**config.mk**
```make
export PLATFORM = sky130hd
export DESIGN_NAME = sgc_gpio
export DESIGN_NICKNAME = d
export VERILOG_FILES = /design/src/logic/sgc_gpio.v
export VERILOG_INCLUDE_DIRS = /design/src /design/src/logic
export SDC_FILE = /design/constraint.sdc
export NUM_CORES = 1
export LEC_CHECK = 0
export BUFFER_PORTS_ARGS = -buffer_cell sky130_fd_sc_hd__buf_2
export CAP_MARGIN = 30
export CORE_MARGIN = 2
export CORE_UTILIZATION = 41
export CTS_CLUSTER_DIAMETER = 200
export DETAILED_ROUTE_END_ITERATION = 10
export GPL_TIMING_DRIVEN = 0
export PLACE_DENSITY = 0.61
export SLEW_MARGIN = 0
export SYNTH_ARGS = -nofsm -noshare
export SYNTH_HDL_FRONTEND = slang
export SYNTH_SLANG_ARGS = --single-unit
```
**constraint.sdc**
```tcl
create_clock -name clk -period 2.39 [get_ports clk]
set_input_delay 0.3585 -clock clk [delete_from_list [all_inputs] [get_ports clk]]
set_output_delay 0.3585 -clock clk [all_outputs]
set_load 0.02 [all_outputs]
```
**src/logic/sgc_regs.vh**
```
// Register offsets, reset values, field positions and timing counts of the pin block
`ifndef SGC_REGS_VH
`define SGC_REGS_VH

// ---------------------------------------------------------------
// Register offsets
// ---------------------------------------------------------------
`define SGC_OFS_LOCAL_OUT     8'h0D
`define SGC_OFS_DIR_CTRL      8'h0E
`define SGC_OFS_FWD_CNT_EN    8'h33
`define SGC_OFS_LEVEL_STS     8'h53

// ---------------------------------------------------------------
// Reset values
// ---------------------------------------------------------------
`define SGC_RST_LOCAL_OUT     8'h00
`define SGC_RST_DIR_CTRL      8'h0F
`define SGC_RST_FWD_CNT_EN    8'h00

// ---------------------------------------------------------------
// Field positions
// ---------------------------------------------------------------
`define SGC_DIR_IN_EN_LO      0
`define SGC_DIR_OUT_EN_LO     4
`define SGC_LOC_VALUE_LO      0
`define SGC_LOC_REMOTE_LO     4
`define SGC_FWD_COUNT_LO      0
`define SGC_FWD_ENABLE_BIT    3

// ---------------------------------------------------------------
// Forward sampling periods in forward frames
// ---------------------------------------------------------------
`define SGC_FWD_PERIOD_ONE    3'h1
`define SGC_FWD_PERIOD_TWO    3'h2
`define SGC_FWD_PERIOD_MANY   3'h5

// ---------------------------------------------------------------
// Clock and back-channel sampling rates
// ---------------------------------------------------------------
`define SGC_CLK_HZ            25000000
`define SGC_BC_RATE_SYNC_HZ   1670000
`define SGC_BC_RATE_NSYNC_HZ  334000
`define SGC_BC_RATE_PAR_HZ    83500
`define SGC_BC_DIV_SYNC       (`SGC_CLK_HZ / `SGC_BC_RATE_SYNC_HZ)
`define SGC_BC_DIV_NSYNC      (`SGC_CLK_HZ / `SGC_BC_RATE_NSYNC_HZ)
`define SGC_BC_DIV_PAR        (`SGC_CLK_HZ / `SGC_BC_RATE_PAR_HZ)

// ---------------------------------------------------------------
// Clocking mode codes
// ---------------------------------------------------------------
`define SGC_MODE_SYNC         2'h0
`define SGC_MODE_NSYNC        2'h1
`define SGC_MODE_PARALLEL     2'h2

`endif

```
**src/logic/sgc_gpio.v**
```verilog
// Four-pin general-purpose I/O block of the link serializer
//
// How it works
// - Four pins, configured through registers
// - Status bit shows level when input enabled
// - Output-only pin status bit is not functional
// - Input enable connects internal pull-down
// - All pins inputs after reset
// - Input enables in bits 3:0
// - Output enable bits 7:4 drive pin
// - Forward up to four pin levels
// - One forwarded pin: sample every frame
// - Two: every two frames; more: five
// - Output pin may drive back-channel data
// - Back-channel sampling rate follows clock mode
// - Pins 0 and 1 support voltage sensing
`timescale 1ns/1ps
`include "sgc_regs.vh"

module sgc_gpio (
  // Clock and reset
  input  wire       clk,
  input  wire       resetn,
  // Register access port
  input  wire [7:0] reg_addr,
  input  wire       reg_wr,
  input  wire       reg_rd,
  input  wire [7:0] reg_wdata,
  output reg  [7:0] reg_rdata,
  // Pins
  input  wire [3:0] pin_in,
  output reg  [3:0] pin_out,
  output reg  [3:0] pin_oe,
  output reg  [3:0] pin_pd_en,
  // Voltage sense on pins 0 and 1
  input  wire [1:0] diag_sense_en,
  output reg  [1:0] vsense_route,
  // Forward channel
  input  wire       fc_frame_strobe,
  output reg  [3:0] fc_gpio_data,
  output reg  [2:0] fc_gpio_count,
  output reg        fc_gpio_valid,
  // Back channel
  input  wire [1:0] clk_mode,
  input  wire [3:0] bc_gpio_data
);

  // ---------------------------------------------------------------
  // Reset release
  // ---------------------------------------------------------------
  reg       rst_meta_ff;
  reg       rst_sync_ff;
  wire      rst_n;

  always @(posedge clk or negedge resetn) begin
    if (!resetn) begin
      rst_meta_ff <= 1'b0;
      rst_sync_ff <= 1'b0;
    end else begin
      rst_meta_ff <= 1'b1;
      rst_sync_ff <= rst_meta_ff;
    end
  end

  assign rst_n = rst_sync_ff;

  // ---------------------------------------------------------------
  // Registers
  // ---------------------------------------------------------------
  reg  [7:0] local_out_ff;
  reg  [7:0] dir_ctrl_ff;
  reg  [7:0] fwd_cnt_en_ff;
  wire [3:0] in_en;
  wire [3:0] out_en;
  wire [3:0] loc_value;
  wire [3:0] loc_remote;
  wire [2:0] fwd_count;
  wire       fwd_enable;
  wire [7:0] level_status;

  assign in_en      = dir_ctrl_ff[`SGC_DIR_IN_EN_LO +: 4];
  assign out_en     = dir_ctrl_ff[`SGC_DIR_OUT_EN_LO +: 4];
  assign loc_value  = local_out_ff[`SGC_LOC_VALUE_LO +: 4];
  assign loc_remote = local_out_ff[`SGC_LOC_REMOTE_LO +: 4];
  assign fwd_count  = fwd_cnt_en_ff[`SGC_FWD_COUNT_LO +: 3];
  assign fwd_enable = fwd_cnt_en_ff[`SGC_FWD_ENABLE_BIT];

  always @(posedge clk or negedge rst_n) begin
    if (!rst_n) begin
      local_out_ff  <= `SGC_RST_LOCAL_OUT;
      dir_ctrl_ff   <= `SGC_RST_DIR_CTRL;
      fwd_cnt_en_ff <= `SGC_RST_FWD_CNT_EN;
    end else if (reg_wr) begin
      case (reg_addr)
        `SGC_OFS_LOCAL_OUT: begin
          local_out_ff <= reg_wdata;
        end
        `SGC_OFS_DIR_CTRL: begin
          dir_ctrl_ff <= reg_wdata;
        end
        `SGC_OFS_FWD_CNT_EN: begin
          fwd_cnt_en_ff <= reg_wdata;
        end
        default: begin
          local_out_ff <= local_out_ff;
        end
      endcase
    end
  end

  always @(posedge clk or negedge rst_n) begin
    if (!rst_n) begin
      reg_rdata <= 8'h00;
    end else if (reg_rd) begin
      case (reg_addr)
        `SGC_OFS_LOCAL_OUT:  reg_rdata <= local_out_ff;
        `SGC_OFS_DIR_CTRL:   reg_rdata <= dir_ctrl_ff;
        `SGC_OFS_FWD_CNT_EN: reg_rdata <= fwd_cnt_en_ff;
        `SGC_OFS_LEVEL_STS:  reg_rdata <= level_status;
        default:             reg_rdata <= 8'h00;
      endcase
    end
  end

  // ---------------------------------------------------------------
  // Pin input synchroniser
  // ---------------------------------------------------------------
  reg  [3:0] pin_s1_ff;
  reg  [3:0] pin_s2_ff;
  reg  [3:0] pin_s3_ff;
  reg  [3:0] pin_lvl_ff;
  wire [3:0] dig_in_ok;

  always @(posedge clk or negedge rst_n) begin
    if (!rst_n) begin
      pin_s1_ff  <= 4'h0;
      pin_s2_ff  <= 4'h0;
      pin_s3_ff  <= 4'h0;
      pin_lvl_ff <= 4'h0;
    end else begin
      pin_s1_ff  <= pin_in;
      pin_s2_ff  <= pin_s1_ff;
      pin_s3_ff  <= pin_s2_ff;
      pin_lvl_ff <= (pin_s2_ff & ~(pin_s2_ff ^ pin_s3_ff)) |
                    (pin_lvl_ff & (pin_s2_ff ^ pin_s3_ff));
    end
  end

  // Pins under voltage sense have no digital input
  assign dig_in_ok = in_en & ~{2'b00, diag_sense_en};

  // Status reads zero where the input path is off
  assign level_status = {4'h0, pin_lvl_ff & dig_in_ok};

  // ---------------------------------------------------------------
  // Back-channel sampling
  // ---------------------------------------------------------------
  reg  [8:0] bc_div_ff;
  reg  [3:0] bc_remote_ff;
  wire [8:0] bc_div_top;

  function [8:0] bc_divider;
    input   [1:0] mode;
    integer       div;
    begin
      case (mode)
        `SGC_MODE_SYNC:  div = `SGC_BC_DIV_SYNC;
        `SGC_MODE_NSYNC: div = `SGC_BC_DIV_NSYNC;
        default:         div = `SGC_BC_DIV_PAR;
      endcase
      // All divider counts fit in nine bits
      bc_divider = div[8:0];
    end
  endfunction

  assign bc_div_top = bc_divider(clk_mode) - 9'd1;

  always @(posedge clk or negedge rst_n) begin
    if (!rst_n) begin
      bc_div_ff    <= 9'd0;
      bc_remote_ff <= 4'h0;
    end else if (bc_div_ff >= bc_div_top) begin
      bc_div_ff    <= 9'd0;
      bc_remote_ff <= bc_gpio_data;
    end else begin
      bc_div_ff <= bc_div_ff + 9'd1;
    end
  end

  // ---------------------------------------------------------------
  // Pin drive
  // ---------------------------------------------------------------
  wire [3:0] drive_en;
  wire [3:0] nxt_pin_out;

  assign drive_en    = out_en & ~{2'b00, diag_sense_en};
  assign nxt_pin_out = (loc_remote & bc_remote_ff) | (~loc_remote & loc_value);

  always @(posedge clk or negedge rst_n) begin
    if (!rst_n) begin
      pin_out      <= 4'h0;
      pin_oe       <= 4'h0;
      pin_pd_en    <= 4'h0;
      vsense_route <= 2'b00;
    end else begin
      pin_out      <= nxt_pin_out & drive_en;
      pin_oe       <= drive_en;
      pin_pd_en    <= in_en;
      vsense_route <= diag_sense_en;
    end
  end

  // ---------------------------------------------------------------
  // Forward-channel sampling
  // ---------------------------------------------------------------
  reg  [2:0] fc_frame_ff;
  reg  [2:0] fc_period;
  reg  [3:0] fc_mask;
  wire       fc_active;

  always @* begin
    case (fwd_count)
      3'd1: begin
        fc_period = `SGC_FWD_PERIOD_ONE;
        fc_mask   = 4'h1;
      end
      3'd2: begin
        fc_period = `SGC_FWD_PERIOD_TWO;
        fc_mask   = 4'h3;
      end
      3'd3: begin
        fc_period = `SGC_FWD_PERIOD_MANY;
        fc_mask   = 4'h7;
      end
      3'd4: begin
        fc_period = `SGC_FWD_PERIOD_MANY;
        fc_mask   = 4'hF;
      end
      default: begin
        fc_period = `SGC_FWD_PERIOD_ONE;
        fc_mask   = 4'h0;
      end
    endcase
  end

  assign fc_active = fwd_enable && (fc_mask != 4'h0);

  always @(posedge clk or negedge rst_n) begin
    if (!rst_n) begin
      fc_frame_ff   <= 3'd0;
      fc_gpio_data  <= 4'h0;
      fc_gpio_count <= 3'd0;
      fc_gpio_valid <= 1'b0;
    end else begin
      fc_gpio_valid <= 1'b0;
      if (!fc_active) begin
        fc_frame_ff <= 3'd0;
      end else if (fc_frame_strobe) begin
        if (fc_frame_ff == 3'd0) begin
          fc_gpio_data  <= pin_lvl_ff & dig_in_ok & fc_mask;
          fc_gpio_count <= fwd_count;
          fc_gpio_valid <= 1'b1;
        end
        if (fc_frame_ff >= fc_period - 3'd1) begin
          fc_frame_ff <= 3'd0;
        end else begin
          fc_frame_ff <= fc_frame_ff + 3'd1;
        end
      end
    end
  end

endmodule

```
Yosys cells after proc, flatten, opt, wreduce, memory -nomap -nowiden --
Cells that the tools add are included. Widths: inputs -> output; s select.
Storage, ports and cells: flip-flop bits (word level) 88, bits of input ports 33, output and inout bits 30, word-level logic and storage cells 71
Cells by class: $add $sub $neg 4, magnitude comparators 2, eq/ne operators 10, multiplexer cells 11, bitwise operators 15, reduce and logical (&&, ||, !) cells 9
Operators by type and width (count):
- $and 4x4->4 | 9
- $pmux 8 s4 | 1
- $pmux 9 s2 | 1
- $eq 8x4->1 const B | 2
- $pmux 4 s4 | 1
- $add 9x1->9 const B | 1
- $ge 9x9->1 | 1
- $mux 3 | 3
- $mux 9 | 1
- $sub 9x1->9 const B | 1
- $eq 8x6->1 const B | 1
- $eq 8x7->1 const B | 1
- $not 4->4 | 2
- $or 4x4->4 | 2
- $eq 3x2->1 const B | 2
- $pmux 3 s2 | 1
- $reduce_and 2->1 | 3
- $not 2->4 | 1
- $reduce_bool 4->1 | 1
- $xor 4x4->4 | 1
- $add 3x1->3 const B | 1
- $eq 3x1->1 const B | 1
- $eq 3x3->1 const B | 1
- $ge 3x3->1 | 1
- other kinds (9) | 11

Longest topological paths before layout --
depth after elaboration 8, gate-level depth with buffers 9

Least setup slack after synthesis --
No wires, ideal clock.
kind input to register, start input clk_mode[1], end register bc_remote_ff[2], arrival time 1.963 ns, required time 2.265 ns, slack 0.302 ns, stages 8, cells stage by stage inv_1 > nand2_1 > ha_1 > a211o_1 > a221oi_1 > o21ai_0 > buf_2 > mux2_2
Between the ends: cells in the longest elaborated chain, start to end 4
Ends and longest elaborated chain:
- start: declaration | RTL line sgc_gpio.v:44 | input wire [1:0] clk_mode,
- $eq 2x1->1 or $logic_not 2->1 (tied branches) | RTL line sgc_gpio.v:166 | case (mode)
- $pmux 9 s2 * | RTL line sgc_gpio.v:166
- $sub 9x1->9 * | RTL line sgc_gpio.v:176 | assign bc_div_top = bc_divider(clk_mode) - 9'd1;
- $ge 9x9->1 * | RTL line sgc_gpio.v:182 | end else if (bc_div_ff >= bc_div_top) begin
- end signal: assignment | RTL line sgc_gpio.v:184 | bc_remote_ff <= bc_gpio_data;
- end: declaration | RTL line sgc_gpio.v:159 | reg [3:0] bc_remote_ff;
Every way passes the cells marked *; elsewhere a longest branch is shown, timed or not. A chain may end at the register's enable or synchronous reset.

Final worst setup path --
start register fwd_cnt_en_ff[0], end register fc_frame_ff[2]
Between the ends: cells in the longest elaborated chain, start to end 8
Ends and longest elaborated chain:
- start: declaration | RTL line sgc_gpio.v:72 | reg [7:0] fwd_cnt_en_ff;
- start signal: assignment | RTL line sgc_gpio.v:92 | fwd_cnt_en_ff <= `SGC_RST_FWD_CNT_EN;
- start signal: assignment | RTL line sgc_gpio.v:102 | fwd_cnt_en_ff <= reg_wdata;
- $eq 3x3->1 or $eq 3x2->1 (tied branches) | RTL line sgc_gpio.v:222 | case (fwd_count)
- $reduce_or 2->1 (no source line)
- $pmux 3 s2 | RTL line sgc_gpio.v:222
- $sub 3x1->3 | RTL line sgc_gpio.v:264 | if (fc_frame_ff >= fc_period - 3'd1) begin
- $ge 3x3->1 | RTL line sgc_gpio.v:264
- $mux 3 | RTL line sgc_gpio.v:264
- $mux 3 | RTL line sgc_gpio.v:258 | end else if (fc_frame_strobe) begin
- $mux 3 | RTL line sgc_gpio.v:256 | if (!fc_active) begin
- end signal: assignment | RTL line sgc_gpio.v:267 | fc_frame_ff <= fc_frame_ff + 3'd1;
- end: declaration | RTL line sgc_gpio.v:216 | reg [2:0] fc_frame_ff;
Several ways; a longest one is shown, not always the timed one. The select of a mux whose other input is x is not followed.

==> metrics.csv <==
stage,metric,value,unit
outcome,run_status,"complete, no violations",
floorplanning,die_h,98.7,µm
power_and_ir_drop,power,0.00316,W
cells_and_area,layout-drive-gt1-share,0.317,
timing,tns,0,ns
timing,finalCritPeriodShare,0.885,
power_and_ir_drop,power_density,725,mW/mm²
timing,final_hold_viol_count,0,
clock_network,clockRootBuffer,clkbuf_8,
synth,synth_edf_count,0,
synth,postSynthCellCount,294,
route,final_antenna_net_count,0,
timing,rsz0062_at_grt,no,
power_and_ir_drop,vdd_drop_max,0.000373,V
global_routing,grt.overflow.total,0,
timing,setup_viol_count_final,0,
clock_network,cts_tree,done,
clock_network,numCtsBuffers,9,
placement,placed_area,0.00416,mm²
critical_path,startpoint_type,flip-flop,
route,drtIter0Drc,127,
clock_network,clock-sinks,88,
placement,hpwl,5300,µm
route,post_drt_wl_per_cell,15.0,µm
timing,post-route-min-period,2.11,ns
floorplanning,die_w,98.7,µm
placement,port_buffers,62,
clock_network,cts_setup_buffers,0,
synth,synth.cell_area,0.00368,mm²
cells_and_area,area_delta_synth_final,18.5,%
cells_and_area,diodes,0,
route,vias,2418,
floorplanning,die_area,0.00975,mm²
clock_network,htreeDepth,3,
power_and_ir_drop,p_leak,2.13,nW
clock_network,clock_latency,0.35,ns
cells_and_area,final_area,0.00436,mm²
critical_path,criticalPathCategory,reg -> reg,
critical_path,crit_required,2.67,ns
synth,ys.flop_type,dfrtp_1,
timing,fmax,0.473,GHz
route,route.detailed.drc,0,
route,vias_per_cell,5.01,
global_routing,globalRouteTotalUtil,0.159,
cells_and_area,final_util,0.500,
cells_and_area,nets,415,
synth,synth_seq_cells,88,
floorplanning,start_util,0.422,
global_routing,grt_max_degree,61,
timing,fin_skew,0.0134,ns
route,drt_wl_total,7270,µm
critical_path,cp.arrival,2.40,ns
timing,hold_ws,0.109,ns
critical_path,cp_max_fo,6,
synth,ys_seq_area_frac,0.600,
critical_path,r2r_setup_slack,0.28,ns
global_routing,antenna_found_initial,0,
min_path,hold_class,in -> reg,
synth,async_flop_share,1.00,
timing,maxSlewViolCount,0,
global_routing,grt_pass1_wl,12000,µm
route,first_pass_iters,4,
floorplanning,core-area,0.00872,mm²
clock_network,path_clk_slew,0.09,ns
cells_and_area,fill_cells,780,
critical_path,end_kind,flip-flop,
job,drv_cap,0,
synth,syn_area_per_cell,12.5,µm²
timing,tightest_slew,0.645,ns
synth,yosysWarnings,0,
placement,routabilityCongestion,0.836,
clock_network,clockBufferDepth,2,
floorplanning,ios,63,
floorplanning,row_count,34,
timing,slew_headroom,0.566,
global_routing,first_global_vias,2435,
synth,ys_types,50,
## area by class of cell
type	count	area [µm²]	share of cell area
clock buffers	12	145	0.0333
multi-input cells	187	1400	0.320
well taps	108	135	0.0310
inverters	16	60.1	0.0138
flip-flops and latches	88	2210	0.507
plain buffers	4	18.8	0.00431
clock inverters	4	45.0	0.0103
repair buffers	64	348	0.0798
## metrics by stage
step           cells  worst slack (ns)
6_report         483             0.276
5_1_grt          483             0.118
4_1_cts          483             0.135
3_5_place_dp     466            -0.104
3_3_place_gp     465           -0.0806
2_1_floorplan    295             0.302
## state kept, by name, indices dropped and copies added (netlist names), 8 cells and up, named ones only
signal / cells
local_out_ff: 8
dir_ctrl_ff: 8
bc_div_ff: 9
reg_rdata: 8
fwd_cnt_en_ff: 8
## cells in the final DEF, fill, tap and decap left out, types with 4 or more instances in the layout
cell type	n
a21o_1	5
a21oi_1	8
a22o_1	6
buf_2	65
clkbuf_8	10
dfrtp_1	83
dfstp_2	4
ha_1	12
inv_1	16
maj3_1	4
mux2_2	28
mux2i_1	5
nand2_1	26
nand3_1	8
nor2_1	19
nor2b_1	7
o21ai_0	5
xnor2_1	5
xor2_1	4
## metal layers
metal / GRT usage / vias up / part of all wire
met5: 0 / - / 0
met2: 0.236 / 61 / 0.44
met1: 0.229 / 1155 / 0.50
met3: 0.0305 / 11 / 0.046
li1: - / 1191 / -
met4: 0.0674 / 0 / 0.018
## cells by family (layout without fill, tap and decap cells)
logic type	count (synthesis)	count (layout)	synth area share
muxes	33	33	0.0993
xor gates and xnor gates	9	9	0.0214
adders and majority gates	16	16	0.0517
other	1	2	0.00102
and+or+nand+nor	83	83	0.120
buffers and inverters	20	100	0.0214
AOI/OAI and AO/OA	44	44	0.0847
DFF	88	88	0.600
## power breakdown
group          internal (W)  leakage (nW)  switching, W
logic              0.000203         0.894      0.000198
registers           0.00162          1.14      0.000121
clock network      0.000508         0.100      0.000503
total               0.00234          2.13      0.000823
## repair_timing
item,4_1_cts,5_1_grt
hold buffers,1,0
resized for setup,0,1
hold endpoints to repair,2,0
endpoints found under the setup margin,0,1
## synthesized netlist by cell type (4+ instances only)
cell	instances	area share
dfrtp_1	84	0.57
mux2_2	28	0.086
nand2_1	26	0.027
nor2_1	19	0.019
inv_1	16	0.016
ha_1	12	0.041
a21oi_1	8	0.011
nand3_1	8	0.011
nor2b_1	7	0.012
a22o_1	6	0.014
o21ai_0	6	0.0082
a21o_1	5	0.010
mux2i_1	5	0.014
xnor2_1	5	0.012
dfstp_2	4	0.029
maj3_1	4	0.011
xor2_1	4	0.0095
## path summary, 6_finish.rpt
| check | from | endpoint | depth (start not counted) |
|---|---|---|---|
| min in group asynchronous | rst_n | fc_frame_ff[0] | 0 |
| worst min-delay path | pin_in[1] | pin_s1_ff[1] | 1 |
| worst min register to register | rst_n | fc_frame_ff[0] | 0 |
| worst max-delay path | fwd_cnt_en_ff[0] | fc_frame_ff[2] | 9 |
| worst max register to register | fwd_cnt_en_ff[0] | fc_frame_ff[2] | 9 |
| max in group asynchronous | rst_n | dir_ctrl_ff[1] | 1 |
## critical path, stage by stage (launching register included)
cell	delay (ns)
dfrtp_1	0.45
inv_1	0.11
nand3_1	0.12
inv_1	0.06
ha_1	0.26
nand2b_1	0.14
a21o_1	0.17
a211oi_1	0.46
a21oi_1	0.14
mux2i_1	0.15
Power figures use the tool's default switching activity.
